===== src/hdl/l1c_pkg.sv =====
// Behaviour
// Cache policy is write-back after hard reset until software selects otherwise.
// Setting the write policy select bit switches the cache to write-through.
// Software should flush the cache when moving from write-back to write-through.
// Both configuration bits set disables fills, write-throughs and invalidations.
// Fill-disable alone suppresses fills; write-throughs and invalidations continue.
// Loading fill-disable 0 with not-write-through 1 raises protection fault, code zero.
// Both configuration bits clear enables fills, write-throughs and invalidations.
// With paging on, page bits give per-access cacheability and write policy.
// Write-back only when the select bit says so; otherwise page write-back is write-through.
// Expansion-bus and PCI accesses are never allocated; only cacheable memory or ROM.
// Cache is one unified 16-kilobyte store for code and data.
// Core runs at 100 or 133 MHz behind a 33 MHz bus interface.
// No second-level cache control and no pins for one.
// System management mode is not implemented and cannot be entered.
// Identify instruction always reports write-back, whatever the control register says.
// Processor control register holds write policy select and core clock speed select.
// Write to the floating point error clear port clears the pending error interrupt.
// Reset status records a soft reset caused by a processor shutdown cycle.
// On a speed change, flush the cache and wait before altering the PLL select.
// Cacheable only if region, page and clear fill-disable all allow; any denial blocks.
package l1c_pkg;
   // ****************************************
   // Register offsets
   // ****************************************
   localparam logic [11:0] OFS_CHIP_REVISION_ID = 12'h000;
   localparam logic [11:0] OFS_PROCESSOR_CONTROL = 12'h002;
   localparam logic [11:0] OFS_FP_ERROR_IRQ_MAPPING = 12'hd46;
   localparam logic [11:0] OFS_RESET_SOURCE_STATUS = 12'hd74;
   localparam logic [11:0] IO_HOST_CTRL_DATA_PORT = 12'h060;
   localparam logic [11:0] IO_HOST_CTRL_COMMAND_PORT = 12'h064;
   localparam logic [11:0] IO_SYSTEM_CONTROL_PORT_A = 12'h092;
   localparam logic [11:0] IO_FP_ERROR_IRQ_CLEAR = 12'h0f0;
   // ****************************************
   // Field positions
   // ****************************************
   localparam int CTL_SPEED_BIT = 0;
   localparam int CTL_WR_MODE_BIT = 4;
   localparam int RST_SHUTDOWN_BIT = 0;
   localparam int PORTA_CPU_RST_BIT = 0;
   localparam int PORTA_A20_BIT = 1;
   localparam int HOST_DATA_A20_BIT = 1;
   // ****************************************
   // Reset values and command codes
   // ****************************************
   localparam logic [7:0] RST_PROCESSOR_CONTROL = 8'h00;
   localparam logic [7:0] RST_FP_ERROR_IRQ_MAPPING = 8'h00;
   localparam logic [7:0] RST_RESET_SOURCE_STATUS = 8'h00;
   localparam logic [7:0] RST_SYSTEM_CONTROL_PORT_A = 8'h00;
   localparam logic [7:0] CMD_A20_WRITE = 8'hd1;
   localparam logic [7:0] CMD_CPU_RESET = 8'hfe;
   // ****************************************
   // Sizes, timing and fault code
   // ****************************************
   localparam int CACHE_KBYTES = 16;
   localparam int CORE_MHZ_LOW = 100;
   localparam int CORE_MHZ_HIGH = 133;
   localparam int BUS_MHZ = 33;
   localparam int CLK_MHZ = 250;
   localparam int PLL_SETTLE_US = 1000;
   localparam int PLL_SETTLE_CYCLES = PLL_SETTLE_US * CLK_MHZ;
   localparam int SOFT_RESET_CYCLES = 16;
   localparam logic [15:0] GP_FAULT_CODE = 16'h0000;
   // ****************************************
   // Types
   // ****************************************
   typedef enum logic [3:0] {
      L1C_RUN = 4'b0001,
      L1C_FLUSH = 4'b0010,
      L1C_WAIT = 4'b0100,
      L1C_SETTLE = 4'b1000
   } l1c_speed_state_t;
   typedef enum logic [1:0] {
      L1C_REGION_MEM = 2'h0,
      L1C_REGION_ROM = 2'h1,
      L1C_REGION_GPBUS = 2'h2,
      L1C_REGION_PCI = 2'h3
   } l1c_region_t;
endpackage


===== src/hdl/l1c_ctl_if.sv =====
`timescale 1ns/100ps
`default_nettype none
interface l1c_ctl_if;
   logic fill_disable;
   logic not_write_through;
   logic policy_through;
   logic fill_en;
   logic write_through_en;
   logic inval_en;
   logic gp_fault;
   modport decoder (input fill_disable, not_write_through, policy_through,
      output fill_en, write_through_en, inval_en, gp_fault);
   modport user (output fill_disable, not_write_through, policy_through,
      input fill_en, write_through_en, inval_en, gp_fault);
endinterface
`default_nettype wire


===== src/hdl/l1c_mode_decode.sv =====
`timescale 1ns/100ps
`default_nettype none
module l1c_mode_decode (
   l1c_ctl_if.decoder ctl
);
   // ****************************************
   // Configuration bit decode
   // ****************************************
   wire both_set = ctl.fill_disable & ctl.not_write_through;
   wire only_fd = ctl.fill_disable & ~ctl.not_write_through;
   wire illegal = ~ctl.fill_disable & ctl.not_write_through;
   assign ctl.fill_en = ~ctl.fill_disable & ~ctl.not_write_through;
   assign ctl.write_through_en = ~both_set & ~illegal;
   assign ctl.inval_en = ~both_set & ~illegal;
   assign ctl.gp_fault = illegal;
   wire unused_only_fd = only_fd & ctl.policy_through;
endmodule
`default_nettype wire


===== src/hdl/l1c_cache_mode_ctrl.sv =====
`timescale 1ns/100ps
`default_nettype none
module l1c_cache_mode_ctrl #(
   parameter int SETTLE_CYCLES = l1c_pkg::PLL_SETTLE_CYCLES,
   parameter logic [15:0] REVISION_ID = 16'h0001 // Arbitrary value
) (
   input wire logic MCLK_IN,
   input wire logic RESETN_IN,
   // Register port: memory-mapped and I/O-mapped
   input wire logic MEM_WR_IN,
   input wire logic MEM_RD_IN,
   input wire logic IO_WR_IN,
   input wire logic IO_RD_IN,
   input wire logic [11:0] ADDR_IN,
   input wire logic [15:0] WDATA_IN,
   output logic [15:0] RDATA_OUT,
   // Machine status register load from the core
   input wire logic MSR_LOAD_IN,
   input wire logic FILL_DISABLE_IN,
   input wire logic NOT_WRITE_THROUGH_IN,
   // Per-access attributes
   input wire logic ACC_VALID_IN,
   input wire logic PAGING_IN,
   input wire logic PAGE_CACHE_DISABLE_IN,
   input wire logic PAGE_WRITE_THROUGH_IN,
   input wire l1c_pkg::l1c_region_t REGION_IN,
   input wire logic REGION_CACHEABLE_IN,
   // Events
   input wire logic FLUSH_DONE_IN,
   input wire logic SHUTDOWN_IN,
   input wire logic FP_ERROR_IN,
   // Outputs
   output logic ACC_ALLOCATE_OUT,
   output logic ACC_WRITE_THROUGH_OUT,
   output logic FILL_EN_OUT,
   output logic WRITE_THROUGH_EN_OUT,
   output logic INVAL_EN_OUT,
   output logic GP_FAULT_OUT,
   output logic [15:0] GP_FAULT_CODE_OUT,
   output logic ID_WRITE_BACK_OUT,
   output logic FLUSH_REQ_OUT,
   output logic PLL_SPEED_SEL_OUT,
   output logic CORE_STALL_OUT,
   output logic FP_ERROR_IRQ_OUT,
   output logic SOFT_RESET_OUT,
   output logic A20_GATE_OUT,
   output logic SMM_ENTRY_OUT
);
   import l1c_pkg::*;

   // ****************************************
   // Input synchronisers
   // ****************************************
   logic [2:0] sync_a;
   logic [2:0] sync_b;
   always_ff @(posedge MCLK_IN or negedge RESETN_IN) begin
      if (!RESETN_IN) begin
         sync_a <= 3'h0;
         sync_b <= 3'h0;
      end else begin
         sync_a <= {SHUTDOWN_IN, FP_ERROR_IN, FLUSH_DONE_IN};
         sync_b <= sync_a;
      end
   end
   wire flush_done = sync_b[0];
   wire fp_err = sync_b[1];
   wire shutdown = sync_b[2];
   logic shutdown_prev;

   // ****************************************
   // Register state
   // ****************************************
   logic [7:0] processor_control;
   logic [7:0] fp_error_irq_mapping;
   logic [7:0] reset_source_status;
   logic [7:0] system_control_port_a;
   logic a20_host;
   logic cmd_a20_pending;
   logic fill_disable;
   logic not_write_through;
   logic fp_pending;
   logic [4:0] sreset_cnt;
   logic applied_speed;
   l1c_speed_state_t state;
   logic [31:0] settle_cnt;

   // ****************************************
   // Address decode
   // ****************************************
   wire wr_ctl = MEM_WR_IN && ADDR_IN == OFS_PROCESSOR_CONTROL;
   wire wr_map = MEM_WR_IN && ADDR_IN == OFS_FP_ERROR_IRQ_MAPPING;
   wire wr_rst = MEM_WR_IN && ADDR_IN == OFS_RESET_SOURCE_STATUS;
   wire wr_data = IO_WR_IN && ADDR_IN == IO_HOST_CTRL_DATA_PORT;
   wire wr_cmd = IO_WR_IN && ADDR_IN == IO_HOST_CTRL_COMMAND_PORT;
   wire wr_porta = IO_WR_IN && ADDR_IN == IO_SYSTEM_CONTROL_PORT_A;
   wire wr_fpclr = IO_WR_IN && ADDR_IN == IO_FP_ERROR_IRQ_CLEAR;
   wire [7:0] wbyte = WDATA_IN[7:0];
   wire shutdown_evt = shutdown & ~shutdown_prev;
   wire cmd_reset = wr_cmd && wbyte == CMD_CPU_RESET;
   wire porta_rst_rise = wr_porta & wbyte[PORTA_CPU_RST_BIT]
      & ~system_control_port_a[PORTA_CPU_RST_BIT];
   wire soft_evt = shutdown_evt | cmd_reset | porta_rst_rise;

   function automatic logic [15:0] rd_mux(input logic mem, input logic [11:0] a);
      logic [15:0] v;
      v = 16'h0000;
      if (mem) begin
         unique case (a)
            OFS_CHIP_REVISION_ID: v = REVISION_ID;
            OFS_PROCESSOR_CONTROL: v = {8'h00, processor_control};
            OFS_FP_ERROR_IRQ_MAPPING: v = {8'h00, fp_error_irq_mapping};
            OFS_RESET_SOURCE_STATUS: v = {8'h00, reset_source_status};
            default: v = 16'h0000;
         endcase
      end else if (a == IO_SYSTEM_CONTROL_PORT_A) begin
         v = {8'h00, system_control_port_a};
      end
      return v;
   endfunction
   wire [15:0] next_rdata = (MEM_RD_IN | IO_RD_IN) ? rd_mux(MEM_RD_IN, ADDR_IN) : 16'h0000;

   // ****************************************
   // Control and status registers
   // ****************************************
   always_ff @(posedge MCLK_IN or negedge RESETN_IN) begin
      if (!RESETN_IN) begin
         processor_control <= RST_PROCESSOR_CONTROL;
         fp_error_irq_mapping <= RST_FP_ERROR_IRQ_MAPPING;
         system_control_port_a <= RST_SYSTEM_CONTROL_PORT_A;
      end else begin
         if (wr_ctl) begin
            processor_control <= wbyte;
         end
         if (wr_map) begin
            fp_error_irq_mapping <= wbyte;
         end
         if (wr_porta) begin
            system_control_port_a <= wbyte;
         end
      end
   end

   // Set wins over write-one-to-clear
   wire [7:0] rst_set = 8'(shutdown_evt) << RST_SHUTDOWN_BIT;
   wire [7:0] rst_clr = wr_rst ? wbyte : 8'h00;
   always_ff @(posedge MCLK_IN or negedge RESETN_IN) begin
      if (!RESETN_IN) begin
         reset_source_status <= RST_RESET_SOURCE_STATUS;
         shutdown_prev <= 1'b0;
      end else begin
         reset_source_status <= (reset_source_status & ~rst_clr) | rst_set;
         shutdown_prev <= shutdown;
      end
   end

   // Pending error survives a clear in the same cycle
   always_ff @(posedge MCLK_IN or negedge RESETN_IN) begin
      if (!RESETN_IN) begin
         fp_pending <= 1'b0;
      end else begin
         fp_pending <= fp_err | (fp_pending & ~wr_fpclr);
      end
   end

   // ****************************************
   // Gate control for address line 20
   // ****************************************
   always_ff @(posedge MCLK_IN or negedge RESETN_IN) begin
      if (!RESETN_IN) begin
         cmd_a20_pending <= 1'b0;
         a20_host <= 1'b0;
      end else begin
         if (wr_cmd) begin
            cmd_a20_pending <= wbyte == CMD_A20_WRITE;
         end else if (wr_data) begin
            cmd_a20_pending <= 1'b0;
         end
         if (wr_data && cmd_a20_pending) begin
            a20_host <= wbyte[HOST_DATA_A20_BIT];
         end
      end
   end

   // ****************************************
   // Soft reset pulse stretcher
   // ****************************************
   always_ff @(posedge MCLK_IN or negedge RESETN_IN) begin
      if (!RESETN_IN) begin
         sreset_cnt <= 5'h00;
      end else if (soft_evt) begin
         sreset_cnt <= 5'(SOFT_RESET_CYCLES);
      end else if (sreset_cnt != 5'h00) begin
         sreset_cnt <= sreset_cnt - 5'h01;
      end
   end

   // ****************************************
   // Machine status configuration bits
   // ****************************************
   // Illegal combination is refused and leaves the old bits
   wire msr_illegal = ~FILL_DISABLE_IN & NOT_WRITE_THROUGH_IN;
   always_ff @(posedge MCLK_IN or negedge RESETN_IN) begin
      if (!RESETN_IN) begin
         fill_disable <= 1'b1;
         not_write_through <= 1'b1;
      end else if (MSR_LOAD_IN && !msr_illegal) begin
         fill_disable <= FILL_DISABLE_IN;
         not_write_through <= NOT_WRITE_THROUGH_IN;
      end
   end

   l1c_ctl_if ctl ();
   assign ctl.fill_disable = fill_disable;
   assign ctl.not_write_through = not_write_through;
   assign ctl.policy_through = processor_control[CTL_WR_MODE_BIT];
   l1c_mode_decode u_decode (
      .ctl(ctl)
   );

   // ****************************************
   // Core speed change sequence
   // ****************************************
   wire req_speed = processor_control[CTL_SPEED_BIT];
   wire settle_done = settle_cnt == 32'(SETTLE_CYCLES - 1);
   always_ff @(posedge MCLK_IN or negedge RESETN_IN) begin
      if (!RESETN_IN) begin
         state <= L1C_RUN;
         applied_speed <= 1'b0;
         settle_cnt <= 32'h0;
      end else begin
         unique case (state)
            L1C_RUN: begin
               if (req_speed != applied_speed) begin
                  state <= L1C_FLUSH;
               end
            end
            L1C_FLUSH: begin
               state <= L1C_WAIT;
            end
            L1C_WAIT: begin
               if (flush_done) begin
                  applied_speed <= req_speed;
                  settle_cnt <= 32'h0;
                  state <= L1C_SETTLE;
               end
            end
            L1C_SETTLE: begin
               settle_cnt <= settle_cnt + 32'h1;
               if (settle_done) begin
                  state <= L1C_RUN;
               end
            end
         endcase
      end
   end
   wire changing = state != L1C_RUN;

   // ****************************************
   // Per-access policy
   // ****************************************
   wire region_ok = REGION_CACHEABLE_IN
      && (REGION_IN == L1C_REGION_MEM || REGION_IN == L1C_REGION_ROM);
   wire page_ok = ~(PAGING_IN & PAGE_CACHE_DISABLE_IN);
   wire next_alloc = ACC_VALID_IN & region_ok & page_ok & ctl.fill_en & ~changing;
   wire next_wt = processor_control[CTL_WR_MODE_BIT]
      | (PAGING_IN & PAGE_WRITE_THROUGH_IN);

   // ****************************************
   // Output registers
   // ****************************************
   always_ff @(posedge MCLK_IN or negedge RESETN_IN) begin
      if (!RESETN_IN) begin
         RDATA_OUT <= 16'h0000;
         ACC_ALLOCATE_OUT <= 1'b0;
         ACC_WRITE_THROUGH_OUT <= 1'b0;
         FILL_EN_OUT <= 1'b0;
         WRITE_THROUGH_EN_OUT <= 1'b0;
         INVAL_EN_OUT <= 1'b0;
         GP_FAULT_OUT <= 1'b0;
         GP_FAULT_CODE_OUT <= GP_FAULT_CODE;
         ID_WRITE_BACK_OUT <= 1'b1;
         FLUSH_REQ_OUT <= 1'b0;
         PLL_SPEED_SEL_OUT <= 1'b0;
         CORE_STALL_OUT <= 1'b0;
         FP_ERROR_IRQ_OUT <= 1'b0;
         SOFT_RESET_OUT <= 1'b0;
         A20_GATE_OUT <= 1'b0;
         SMM_ENTRY_OUT <= 1'b0;
      end else begin
         RDATA_OUT <= next_rdata;
         ACC_ALLOCATE_OUT <= next_alloc;
         ACC_WRITE_THROUGH_OUT <= ACC_VALID_IN & next_wt;
         FILL_EN_OUT <= ctl.fill_en & ~changing;
         WRITE_THROUGH_EN_OUT <= ctl.write_through_en;
         INVAL_EN_OUT <= ctl.inval_en;
         GP_FAULT_OUT <= MSR_LOAD_IN & msr_illegal;
         GP_FAULT_CODE_OUT <= GP_FAULT_CODE;
         ID_WRITE_BACK_OUT <= 1'b1;
         FLUSH_REQ_OUT <= state == L1C_FLUSH;
         PLL_SPEED_SEL_OUT <= applied_speed;
         CORE_STALL_OUT <= state == L1C_SETTLE;
         FP_ERROR_IRQ_OUT <= fp_pending;
         SOFT_RESET_OUT <= soft_evt | (sreset_cnt > 5'h01);
         A20_GATE_OUT <= a20_host | system_control_port_a[PORTA_A20_BIT];
         SMM_ENTRY_OUT <= 1'b0;
      end
   end
   // Single unified store, no second-level port R11 R13
endmodule
`default_nettype wire


===== config.mk =====
export PLATFORM = sky130hd
export DESIGN_NAME = l1c_cache_mode_ctrl
export DESIGN_NICKNAME = d
export VERILOG_FILES = /design/src/hdl/l1c_pkg.sv /design/src/hdl/l1c_ctl_if.sv /design/src/hdl/l1c_mode_decode.sv /design/src/hdl/l1c_cache_mode_ctrl.sv
export SDC_FILE = /design/constraint.sdc
export NUM_CORES = 1
export LEC_CHECK = 0
export ABC_AREA = 1
export BUFFER_PORTS_ARGS = -buffer_cell sky130_fd_sc_hd__buf_2
export CAP_MARGIN = 10
export CORE_MARGIN = 1.5
export CORE_UTILIZATION = 50
export DETAILED_ROUTE_END_ITERATION = 16
export GPL_ROUTABILITY_DRIVEN = 0
export GPL_TIMING_DRIVEN = 0
export PLACE_DENSITY = 0.71
export SYNTH_ARGS = -nofsm -noshare
export SYNTH_HDL_FRONTEND = slang
export SYNTH_SLANG_ARGS = --single-unit

===== constraint.sdc =====
create_clock -name MCLK_IN -period 3.3 [get_ports MCLK_IN]
set_clock_uncertainty 0.05 [all_clocks]
set_input_delay 0.165 -clock MCLK_IN [delete_from_list [all_inputs] [get_ports MCLK_IN]]
set_output_delay 0.165 -clock MCLK_IN [all_outputs]
set_load 0.05 [all_outputs]

# After elaboration in Yosys (flattened, before gate mapping)
# Index checks and enable logic that the tools add are counted.
op_classes:
  n_shift: 0
  multipliers: 0
  n_mux: 15
  bitwise: 38
  n_addsub: 2
  n_eq_ne: 20
  n_reduce_logical: 22
  n_lt_le_gt_ge: 1
  n_div: 0
op_table:
  columns: ["cell", "count"]
  rows:
  - ["32-bit case mux with 2 select lines", 1]
  - ["32-bit by 1-bit adder with 32-bit output, second input constant", 1]
  - ["32-bit by 18-bit == test with 1-bit output, second input constant", 1]
  - ["16-bit 2-to-1 mux", 2]
  - ["32-bit 2-to-1 mux", 1]
  - ["8-bit case mux with 4 select lines", 1]
  - ["12-bit == test, second input constant", 2]
  - ["12-bit by 7-bit == test with 1-bit output, second input constant", 2]
  - ["12-bit by 8-bit == test with 1-bit output, second input constant", 2]
  - ["1-bit AND", 18]
  - ["8-bit == test, second input constant", 2]
  - ["8-bit 2-to-1 mux", 2]
  - ["4-bit case mux with 4 select lines", 1]
  - ["12-bit by 2-bit == test with 1-bit output, second input constant", 1]
  - ["12-bit zero test", 1]
  - ["4-bit 2-to-1 mux", 3]
  - ["1-bit logical AND", 11]
  - ["5-bit 2-to-1 mux", 2]
  - ["1-bit NOT", 10]
  - ["8-bit AND", 1]
  - ["8-bit NOT", 1]
  - ["8-bit by 1-bit OR with 8-bit output", 1]
  - ["1-bit OR", 7]
  - ["2-bit != test, second input constant", 3]
  - ["other kinds (17)", 21]
word_totals:
  out_inout_bits: 46
  word_cells: 126
  romBits: 0
  inputBits: 47
  latchBits: 0
  ramBits: 0
  memories: 0
  regBits: 113

# Longest topological paths before layout
depth:
  ltp_word: 7
  ltp_mapped: 11
  ltp_nobuf: 11

# Cells and area by module
# A second synthesis with hierarchy kept.
hier_totals:
  hier_cells: 720
  area_unflattened_um2: 5701.7
modules_own_cells:
  columns: ["module", "n_inst", "cells_per_inst", "seq_area_each_um2", "area_per_inst_um2"]
  rows:
  - ["l1c_cache_mode_ctrl", 1, 716, 2656.3, 5680.4]
  - ["l1c_mode_decode", 1, 4, 0.0, 21.3]

# Worst setup path before layout
# OpenSTA, ideal clock, no wires.
synth_path:
  path_type: "register -> register"
  startpoint: "register settle_cnt[0]"
  endpoint: "register settle_cnt[20]"
  path_stages_with_launch: 11
  n_path_buf: 0
  required_ns: 3.124
  setup_time_ns: 0.126
  period_less_slack_ns: 1.456
  slack_ns: 1.844
  arrival_time_ns: 1.280
  path_cell_list: "dfrtp_1 ha_1 nand2_1 inv_1 nand2_2 nor2_2 nand2_1 nor2_2 nand2_2 nor2_2 o21ai_0"
synth_via:
  elab_chain_cells: 2
synth_lines:
  columns: ["element", "line", "source"]
  rows:
  - ["start: declaration", "l1c_cache_mode_ctrl.sv:85", "logic [31:0] settle_cnt;"]
  - ["start signal: assignment", "l1c_cache_mode_ctrl.sv:248", "settle_cnt <= settle_cnt + 32'h1;"]
  - ["32-bit by 1-bit adder with 32-bit output", "l1c_cache_mode_ctrl.sv:248", null]
  - ["32-bit case mux with 2 select lines", "l1c_cache_mode_ctrl.sv:231", "unique case (state)"]
# Every way passes these cells.
# A chain may end at the register's enable or synchronous reset.

# Worst setup path in the final report
layout_path:
  startpoint: "input REGION_IN[1]"
  endpoint: "register ACC_ALLOCATE_OUT"
layout_via:
  elab_chain_cells: 7
  elab_cells_between_ends: 8
  cone_classes: "eq/ne (1); bitwise (4); reduce/logical (3)"
layout_lines:
  columns: ["element", "line", "source"]
  rows:
  - ["start: declaration", "l1c_cache_mode_ctrl.sv:26", "input wire l1c_pkg::l1c_region_t REGION_IN,"]
  - ["2-bit by 1-bit == test with 1-bit output / 2-bit zero test (equally long branches)", "l1c_cache_mode_ctrl.sv:262", "&& (REGION_IN == L1C_REGION_MEM || REGION_IN == L1C_REGION_ROM);"]
  - ["1-bit logical OR (*)", "l1c_cache_mode_ctrl.sv:262", null]
  - ["1-bit logical AND (*)", "l1c_cache_mode_ctrl.sv:262", null]
  - ["1-bit AND (*) (4 in series)", "l1c_cache_mode_ctrl.sv:264", "wire next_alloc = ACC_VALID_IN & region_ok & page_ok & ctl.fill_en & ~changing;"]
  - ["named net next_alloc", "l1c_cache_mode_ctrl.sv:264", null]
  - ["end signal: assignment", "l1c_cache_mode_ctrl.sv:291", "ACC_ALLOCATE_OUT <= next_alloc;"]
  - ["end: declaration", "l1c_cache_mode_ctrl.sv:33", "output logic ACC_ALLOCATE_OUT,"]
# The timed path passes the listed nets; every way through them passes the cells marked *.

==> out/qor.yml <==
status:
  outcome: "completed"
clock_network:
  clock_latency_ps: 380
  cts_sinks: 105
  cts_tree: "built"
  cts_root_buf: "clkbuf_8"
  cts_buffer_depth: 2
  cts_made_buffers: 9
  clkTransAtPathRegs_ps: 90
  htreeDepth: 3
global_routing:
  grt_use_met2: 0.3730
  grtUsageMet3: 0.04521
  antenna_found_initial: 0
  use_met1: 0.2996
  grt_pass1_vias: 4576
  grtUsageTotal: 0.2309
  overflow: 0
  gr-max-usage-layer: "met2"
  grt_max_degree: 55
  grt_pass1_wl_um: 21040
sta:
  rsz0062_at_grt: "false"
  finalSetupViolCount: 0
  fmax_mhz: 502.0
  tightest_slew_ps: 676.6
  maxSlewViolCount: 0
  period_share: 0.6037
  slew_headroom: 0.5490
  tns_ps: 0
  fin_crit_ps: 1992
  hold_violations: 0
  worst_slack_ps: 1308
drt:
  postRouteAntennaNets: 0
  wirelength_um: 12470
  remaining_drc_errors: 0
  viasPerCell: 5.095
  wire_per_inst_um: 13.28
  drt_iter0_markers: 255
  drt_first_pass_iters: 5
  num_vias: 4784
placed_design:
  dpl.cell_count: 909
  dp_hpwl_um: 9076
  place_ws_ps: 1550
  port_buffers: 57
  placed_cell_area_um2: 6122
synthesis:
  netlist_instances: 687
  synthArstFlopShare: 1.000
  synth-seq-area-share: 0.4748
  syn_avg_cell_area_um2: 8.066
  synth_warnings: 0
  synth_area_um2: 5542
  synth-edff-count: 0
  synth-main-ff-cell: "dfrtp_1"
  ys_ff_latch: 105
  yosysUniqueCellTypes: 43
setup_path:
  regToRegEndpoint: "settle_cnt[7]"
  rr_worst_depth: 5
  crit_type: "in2reg"
  required_ps: 3540
  regToRegStartpoint: "state[0]"
  cp-endpoint: "ACC_ALLOCATE_OUT"
  crit_start: "REGION_IN[1]"
  cp.arrival_ps: 2230
  path_max_fanout: 1
  start_kind: "primary input"
  r2r_slack_ps: 1550
  end_kind: "flop"
power_and_ir_drop:
  combPwrFrac: 0.205
  p_per_area_nw_per_um2: 448.8
  p_int_mw: 2.002
  netSwitchingFraction: 0.3127
  switchingPower_mw: 0.9107
  clockPowerShare: 0.309
  p_leak_nw: 3.293
  seq_power_share: 0.486
  ir_drop_v: 0.0003360
  p_total_mw: 2.913
floorplanning:
  start_util: 0.5112
  fp.dieW_um: 108.3
  core_area_um2: 10840
  num_rows: 38
  die-area_um2: 11720
  die_h_um: 108.3
  ios: 93
final_layout:
  area_growth_pct: 17.11
  antennaDiodeCount: 0
  nets: 845
  post-route-cell-area_um2: 6490
  layout_commonest_cell: "nand2_1"
  fin_cells: 939
  final_cell_mix: "nand2_1 (172), dfrtp_1 (102), inv_1 (88)"
  drive_above_1_share: 0.2065
run:
  max-cap-violations: 0
worst_hold_path:
  hp-class: "in2reg"
worst min-delay path by stage:
| stage | start | end | slack [ps] | cells after the start |
|---|---|---|---|---|
| final | ADDR_IN[5] | fp_pending | 100 | 4 |
| after floorplan | RESETN_IN | A20_GATE_OUT | -180 | 0 |
| after CTS | ADDR_IN[5] | fp_pending | 80 | 4 |
| after global placement | FP_ERROR_IN | sync_a[1] | 220 | 1 |
| after global routing | ADDR_IN[5] | fp_pending | 110 | 4 |
| after detailed placement | RESETN_IN | RDATA_OUT[1] | 200 | 1 |
power by group through the flow:
stage | Sequential (mW) | Combinational, mW | Clock, mW
2_1_floorplan | 1.48 | 0.382 | 0
3_3_place_gp | 1.44 | 0.564 | 0
3_5_place_dp | 1.44 | 0.584 | 0
4_1_cts | 1.42 | 0.600 | 0.929
5_1_grt | 1.42 | 0.669 | 0.981
6_report | 1.42 | 0.596 | 0.901
final cells by class:
class	count	area [um2]
Timing Repair Buffer	72	455.4
Buffer	36	267.8
Sequential cell	105	2631
Clock inverter	6	90.09
Clock buffer	10	137.6
Fill cell	981	4350
Multi-Input combinational cell	479	2391
Tap cell	140	175.2
Inverter	91	341.6
metrics by stage:
| stage | utilization | hold WS (ps) |
|---|---|---|
| after global routing | 0.5987 | 107.6 |
| after CTS | 0.5987 | 75.67 |
| after detailed placement | 0.5648 | 199.0 |
| final | 0.5987 | 95.91 |
| after global placement | 0.5620 | 224.5 |
| after floorplan | - | -180.6 |
per-layer routing:
metal	vias to the layer above	part of all wire
li1	2387	-
met1	2205	0.45
met2	164	0.47
met3	28	0.058
met4	0	0.026
met5	-	0
synth_stat cells (4+ instances only):
cell	number	area [um2]
inv_1	88	330.3
a21oi_1	7	35.03
nor2_2	13	81.33
nor4_1	4	25.02
nand2_2	6	37.54
ha_1	4	50.05
dfrtp_1	102	2552
nor3_1	18	90.09
o22ai_1	4	25.02
buf_4	28	210.2
o21ai_1	10	50.05
nand4_1	24	150.1
nand3_1	51	255.2
nand2_1	172	645.6
nor2_1	51	191.4
o21ai_0	40	200.2
o21ai_2	16	140.1
what timing repair did:
item | in CTS | in global routing
gates resized for setup | 0 | 0
hold endpoints to repair | 60 | 0
buffers inserted | 0 | 0
hold buffers | 14 | 0
cells by family after synthesis:
family,count (synthesis),share of synthesized area
and+or+nand+nor,359,0.3035
buffers and inverters,127,0.1100
DFF,105,0.4748
AOI/OAI and AO/OA,85,0.09325
adders and majority gates,4,0.009032
xor gates and xnor gates,4,0.006323
other,2,0.001355
muxes,1,0.001806
sequential cells by signal, summed over array words and instances, names as in the netlist, 3 cells and up:
register,count
RDATA_OUT,8
settle_cnt,32
sync_a,3
sync_b,3
reset_source_status,8
system_control_port_a,8
processor_control,8
state,4
fp_error_irq_mapping,8
sreset_cnt,5
critical path: stages:
cell           delay, ps
dlygate4sd3_1        530
buf_2                120
a21oi_1               90
dlygate4sd3_1        550
nand3_1               60
dlygate4sd3_1        560
nor4_1               150
(Power assumes the default switching activity.)
